### src/common/dadc_defs.svh
`ifndef DADC_DEFS_SVH
`define DADC_DEFS_SVH
// Function
// - sleep set: both channels stop converting, only bias stays up
// - power-down request set: lowest power state, no conversions
// - outputs enabled at power-down entry: outputs hold the last code
// - output enable high: all channel code outputs go high impedance
// - format 0 gives offset binary, format 1 two's complement, both channels
// - negative full scale: 00_0000_0000 offset, 10_0000_0000 two's complement
// - one LSB above zero: 10_0000_0001 offset, 00_0000_0001 two's complement
// - code appears five clocks after its sample edge, pipeline runs every clock in run mode
// - both channels sample on the same rising clock edge
`define DADC_WIDTH 10
`define DADC_MSB 9
`define DADC_LATENCY 5
`define DADC_ADDR_W 12
`define DADC_CTRL_OFFS 12'h000
`define DADC_STATUS_OFFS 12'h004
`define DADC_CODES_OFFS 12'h008
`define DADC_CODES_B_LSB 16
`define DADC_CTRL_RESET 4'h8
`define DADC_CTRL_W 4
`define DADC_RAW_NEG_FS 10'h000
`define DADC_RAW_ONE_UP 10'h201
`define DADC_RAW_POS_FS 10'h3FF
`define DADC_OB_NEG_FS 10'h000
`define DADC_TC_NEG_FS 10'h200
`define DADC_OB_ONE_UP 10'h201
`define DADC_TC_ONE_UP 10'h001
`define DADC_OB_POS_FS 10'h3FF
`define DADC_TC_POS_FS 10'h1FF
`endif

### src/common/dadc_pkg.sv
`include "dadc_defs.svh"
package dadc_pkg;
    typedef enum logic [1:0] {
        DADC_RUN = 2'b00,
        DADC_SLEEP = 2'b01,
        DADC_DOWN = 2'b10
    } dadc_mode_type;

    // control word, format select in bit 0
    typedef struct packed {
        logic oe_n;
        logic power_down_request;
        logic sleep;
        logic fmt;
    } dadc_ctrl_type;

    typedef struct packed {
        logic [`DADC_WIDTH-1:0] b;
        logic [`DADC_WIDTH-1:0] a;
    } dadc_codes_type;
endpackage

### src/logic/dadc_pipe.sv
`include "dadc_defs.svh"
module dadc_pipe #(
    parameter int WIDTH = `DADC_WIDTH,
    parameter int DEPTH = `DADC_LATENCY
) (
    input wire logic pclk,
    input wire logic presetn,
    input wire logic advance,
    input wire logic [WIDTH-1:0] din,
    output logic [WIDTH-1:0] dout
);
    logic [WIDTH-1:0] stage [DEPTH];

    always_ff @(posedge pclk or negedge presetn) begin
        if (!presetn) begin
            for (int i = 0; i < DEPTH; i++) begin
                stage[i] <= '0;
            end
        end else if (advance) begin
            stage[0] <= din;
            for (int i = 1; i < DEPTH; i++) begin
                stage[i] <= stage[i-1];
            end
        end
    end

    assign dout = stage[DEPTH-1];
endmodule

### src/logic/dadc_top.sv
`include "dadc_defs.svh"
module dadc_top #(
    parameter int WIDTH = `DADC_WIDTH,
    parameter int LATENCY = `DADC_LATENCY
) (
    input wire logic pclk,
    input wire logic presetn,
    input wire logic psel,
    input wire logic penable,
    input wire logic pwrite,
    input wire logic [`DADC_ADDR_W-1:0] paddr,
    input wire logic [31:0] pwdata,
    output logic [31:0] prdata,
    output logic pready,
    output logic pslverr,
    input wire dadc_pkg::dadc_codes_type raw_sample,
    output logic [WIDTH-1:0] chan_a_code,
    output logic chan_a_code_oe_n,
    output logic [WIDTH-1:0] chan_b_code,
    output logic chan_b_code_oe_n
);
    import dadc_pkg::*;

    dadc_ctrl_type ctrl;
    dadc_mode_type mode;
    dadc_mode_type next_mode;
    dadc_codes_type codes_q;
    logic run;
    logic [WIDTH-1:0] a_tail;
    logic [WIDTH-1:0] b_tail;
    logic [WIDTH-1:0] a_conv;
    logic [WIDTH-1:0] b_conv;

    // power mode: power-down outranks sleep
    assign next_mode = ctrl.power_down_request ? DADC_DOWN :
        (ctrl.sleep ? DADC_SLEEP : DADC_RUN);

    always_ff @(posedge pclk or negedge presetn) begin
        if (!presetn) begin
            mode <= DADC_RUN;
        end else begin
            mode <= next_mode;
        end
    end

    // converters stop outside run mode; nothing moves in sleep or down
    assign run = (mode == DADC_RUN);

    // one shared advance keeps the two channels on the same sample edge
    dadc_pipe #(
        .WIDTH(WIDTH),
        .DEPTH(LATENCY)
    ) u_pipe_a (
        .pclk(pclk),
        .presetn(presetn),
        .advance(run),
        .din(raw_sample.a),
        .dout(a_tail)
    );

    dadc_pipe #(
        .WIDTH(WIDTH),
        .DEPTH(LATENCY)
    ) u_pipe_b (
        .pclk(pclk),
        .presetn(presetn),
        .advance(run),
        .din(raw_sample.b),
        .dout(b_tail)
    );

    // two's complement is offset binary with the msb turned over
    assign a_conv = {a_tail[`DADC_MSB] ^ ctrl.fmt, a_tail[`DADC_MSB-1:0]};
    assign b_conv = {b_tail[`DADC_MSB] ^ ctrl.fmt, b_tail[`DADC_MSB-1:0]};

    // output latch holds its last code whenever the converters are stopped
    always_ff @(posedge pclk or negedge presetn) begin
        if (!presetn) begin
            codes_q <= '0;
        end else if (run) begin
            codes_q <= '{b: b_conv, a: a_conv};
        end
    end

    assign chan_a_code = codes_q.a;
    assign chan_b_code = codes_q.b;
    assign chan_a_code_oe_n = ctrl.oe_n;
    assign chan_b_code_oe_n = ctrl.oe_n;

    // register slave, zero wait states
    logic acc_phase;
    logic hit_ctrl;
    logic hit_status;
    logic hit_codes;
    logic hit_any;
    logic [31:0] rd_word;
    logic [31:0] status_word;
    logic [31:0] codes_word;

    assign acc_phase = psel && penable;
    assign hit_ctrl = (paddr == `DADC_CTRL_OFFS);
    assign hit_status = (paddr == `DADC_STATUS_OFFS);
    assign hit_codes = (paddr == `DADC_CODES_OFFS);
    assign hit_any = hit_ctrl || hit_status || hit_codes;
    assign pready = 1'b1;
    assign pslverr = acc_phase && !hit_any;

    assign status_word = {28'h0000000, !ctrl.oe_n,
        mode == DADC_DOWN, mode == DADC_SLEEP, run};
    assign codes_word = {6'h00, codes_q.b, 6'h00, codes_q.a};

    always_comb begin
        if (hit_ctrl) begin
            rd_word = {28'h0000000, ctrl};
        end else if (hit_status) begin
            rd_word = status_word;
        end else if (hit_codes) begin
            rd_word = codes_word;
        end else begin
            rd_word = 32'h00000000;
        end
    end

    // read data is latched in the setup phase so it leaves a flop
    always_ff @(posedge pclk or negedge presetn) begin
        if (!presetn) begin
            prdata <= 32'h00000000;
        end else if (psel && !penable && !pwrite) begin
            prdata <= rd_word;
        end
    end

    // outputs come up in high impedance until software enables them
    always_ff @(posedge pclk or negedge presetn) begin
        if (!presetn) begin
            ctrl <= `DADC_CTRL_RESET;
        end else if (acc_phase && pwrite && hit_ctrl) begin
            ctrl <= pwdata[`DADC_CTRL_W-1:0];
        end
    end

    // checking: counts edges with the pipeline running in a row
    logic [2:0] run_cnt;
    always_ff @(posedge pclk or negedge presetn) begin
        if (!presetn) begin
            run_cnt <= 3'h0;
        end else if (!run) begin
            run_cnt <= 3'h0;
        end else if (run_cnt != 3'h7) begin
            run_cnt <= run_cnt + 3'h1;
        end
    end
endmodule

### config.mk
export PLATFORM = sky130hd
export DESIGN_NAME = dadc_top
export DESIGN_NICKNAME = d
export VERILOG_FILES = /design/src/common/dadc_pkg.sv /design/src/logic/dadc_pipe.sv /design/src/logic/dadc_top.sv
export VERILOG_INCLUDE_DIRS = /design/src /design/src/common
export SDC_FILE = /design/constraint.sdc
export NUM_CORES = 1
export LEC_CHECK = 0
export BUFFER_PORTS_ARGS = -buffer_cell sky130_fd_sc_hd__buf_4
export CAP_MARGIN = 5
export CORE_ASPECT_RATIO = 0.75
export CORE_MARGIN = 8
export CORE_UTILIZATION = 45
export CTS_CLUSTER_DIAMETER = 50
export DETAILED_ROUTE_END_ITERATION = 10
export HOLD_SLACK_MARGIN = 0.02
export PLACE_DENSITY = 0.68
export SYNTH_ARGS = -nofsm -noshare
export SYNTH_HDL_FRONTEND = slang
export SYNTH_SLANG_ARGS = --single-unit
### constraint.sdc
create_clock -name pclk -period 2.17 [get_ports pclk]
set_input_delay 0.1085 -clock pclk [delete_from_list [all_inputs] [get_ports pclk]]
set_output_delay 0.1085 -clock pclk [all_outputs]
set_load 0.02 [all_outputs]
==> qor.yml <==
layout:
  layout_commonest_cell: "dfrtp_1"
  final_nets: 554
  antennaDiodeCount: 0
  syn2layout_area_growth_pct: 28.43
  final_cell_mix: "145 x dfrtp_1, 87 x buf_4, 72 x mux2_2, 47 x mux2_1, 25 x dlygate4sd3_1"
  layout-drive-gt1-share_pct: 40.73
  utilization_pct: 59.40
yosys:
  yosysWarningCount: 0
  synth_top_area_share_pct: 63.53
  synth_async_sr_flop_share_pct: 100.0
  syn_avg_cell_area_um2: 15.44
  synth-edff-count: 0
  synth_seq_cells: 146
  syn_area_um2: 5712
  synthCells: 370
  yosysSeqAreaShare_pct: 63.99
  netlist_top_cells_area: "dfrtp_1 64%, mux2_2 14%, mux2_1 9.3%"
  synth-main-ff-cell: "dfrtp_1"
  yosysTopAreaCell: "dfrtp_1"
  synth_cell_types: 29
global_routing:
  grt_pass1_vias: 3474
  antenna_found_initial: 0
  grt_pass1_wl_um: 17640
  grt_use_total_pct: 13.05
  globalRouteOverflowTotal: 0
  grt_max_degree: 64
timing:
  slew_headroom_pct: 43.77
  worst-slew-pin-transition_ns: 0.8435
  tns_ns: 0
  setup_viol: 0
  post-route-min-period_ns: 1.607
  rsz0062_at_grt: "no"
  hold_viol: 0
  fin_skew_ns: 0.006055
  fmax_mhz: 622.2
  whs_ns: 0.09626
  post-route-period-util_pct: 74.07
  slew_violations: 0
cts:
  clk_pin_slew_ns: 0.06
  post_cts_buffers: 0
  cts-root-buf: "clkbuf_16"
  cts_tree: "built"
  postCtsHoldBufs: 25
  h-tree-depth: 4
  cts_buffer_depth: 2
  cts_buffers: 17
  clock-sinks: 146
  insertion_delay_ns: 0.40
  ctsResizeCount: 0
critical_path:
  cp-start-kind: "flop"
  critPathMaxStageDelay_ns: 0.42
  critPathBufInv: 1
  worstPathRequired_ns: 2.45
  cp_max_fo: 17
  crit_arrival_ns: 1.89
  crit_path_cell_trace: "nor2_4 -> buf_4 -> mux2_2"
  cp_top_family: "flip-flops"
  slowest_stage: "dfrtp_1"
  path_class: "flop to flop"
  critPathLaunch: "mode[1]"
  r2r_start: "mode[1]"
  end_kind: "flop"
floorplanning:
  rows: 35
  die_h_um: 113.6
  design.core.area_um2: 12350
  die_area_um2: 16590
  io_pins: 125
  start_util_pct: 46.25
  die_w_um: 146.1
detailed_routing:
  remaining_drc_errors: 0
  post_drt_wl_per_cell_um: 15.59
  dr.pass1.iters: 4
  routed_wl_um: 10320
  routed_via_density: 4.899
  via_count: 3243
  drtIter0Drc: 126
  final_antenna_net_count: 0
worst_hold_path:
  hold_class: "input pin to flop"
  min_from: "paddr[3]"
power:
  p_leak_nw: 3.348
  ir_worst_vdd_v: 0.0006434
  power_density_nw_per_um2: 824.9
place:
  port-buffer-count: 83
  dp_hpwl_um: 7005
  gp_congestion: 0.8105
run:
  drv_cap: 0
status:
  outcome: "finished, final reports clean"
-- worst paths after layout --
kind / to / slack (ns) / depth (start not counted)
setup reg to reg: chan_b_code[7] / 0.56 / 3
hold reg to reg: mode[1] / 0.44 / 0
hold / removal: prdata[0] / 0.1 / 3
setup / recovery: chan_b_code[7] / 0.56 / 3
min in group asynchronous: u_pipe_b.stage[43] / 0.26 / 2
max in group asynchronous: u_pipe_b.stage[29] / 1.24 / 3
-- through the flow --
stage                     power (W)  setup WS (ns)  instances  area [um2]
after floorplan            0.003108         0.6138        381        5753
after global placement     0.003273         0.5635        607        6518
after detailed placement   0.003293         0.4983        607        6518
after CTS                  0.006135         0.5281        662        7336
after global routing       0.006298         0.4324        662        7336
final                      0.006051         0.5627        662        7336
-- layer usage --
metal / wire [um] / GRT usage, %
met5: 0 / 0
met3: 620 / 4.470
met2: 4717 / 20.22
met1: 4885 / 16.94
met4: 99 / 4.312
-- power breakdown --
part | switching [W] | total [W] | leakage, nW | internal (W)
Combinational | 0.000181 | 0.000372 | 1.32 | 0.000190
Sequential | 0.0000625 | 0.00290 | 1.76 | 0.00284
Clock | 0.00105 | 0.00278 | 0.274 | 0.00173
-- worst reg2reg max path: stages (launching register included) --
cell     delay [ns]
dfrtp_1        0.42
nor2_4         0.38
buf_4          0.33
mux2_2         0.37
-- final cells by class --
cell class                 instances  area, um2
tap                              166      207.7
timing repair buffer             117      994.7
clock buffer                      20      456.7
multi-input combinational        196       1884
fill                             982       5014
sequential                       146       3655
inverter                           7      26.28
clock inverter                    10      111.4
-- sequential cells by signal (all words and copies together) (netlist names) --
register	count
mode	2
chan_a_code	10
u_pipe_a.stage	40
u_pipe_b.stage	40
u_pipe_a.dout	10
ctrl	3
chan_a_code_oe_n	1
prdata	20
chan_b_code	10
u_pipe_b.dout	10
-- cells in the mapped netlist (all sizes together), types with 3 or more instances --
| master | count |
|---|---|
| dfrtp | 145 |
| mux2 | 119 |
| buf | 27 |
| a22o | 16 |
| o21ai | 9 |
| a21oi | 7 |
| inv | 7 |
| nand2 | 6 |
| nor2 | 6 |
| clkbuf | 5 |
| nor4 | 5 |
| nand3 | 3 |
-- kinds of logic (layout without fill, tap and decap cells) --
| logic type | after synthesis | after routing | synth area share (%) |
|---|---|---|---|
| other | 2 | 13 | 0.1315 |
| xor gates and xnor gates | 2 | 2 | 0.3067 |
| AOI/OAI and AO/OA | 35 | 35 | 4.337 |
| muxes | 119 | 119 | 23.46 |
| buffers and inverters | 39 | 154 | 3.877 |
| and+or+nand+nor | 27 | 27 | 3.899 |
| DFF | 146 | 146 | 63.99 |
(Power assumes the default switching activity.)
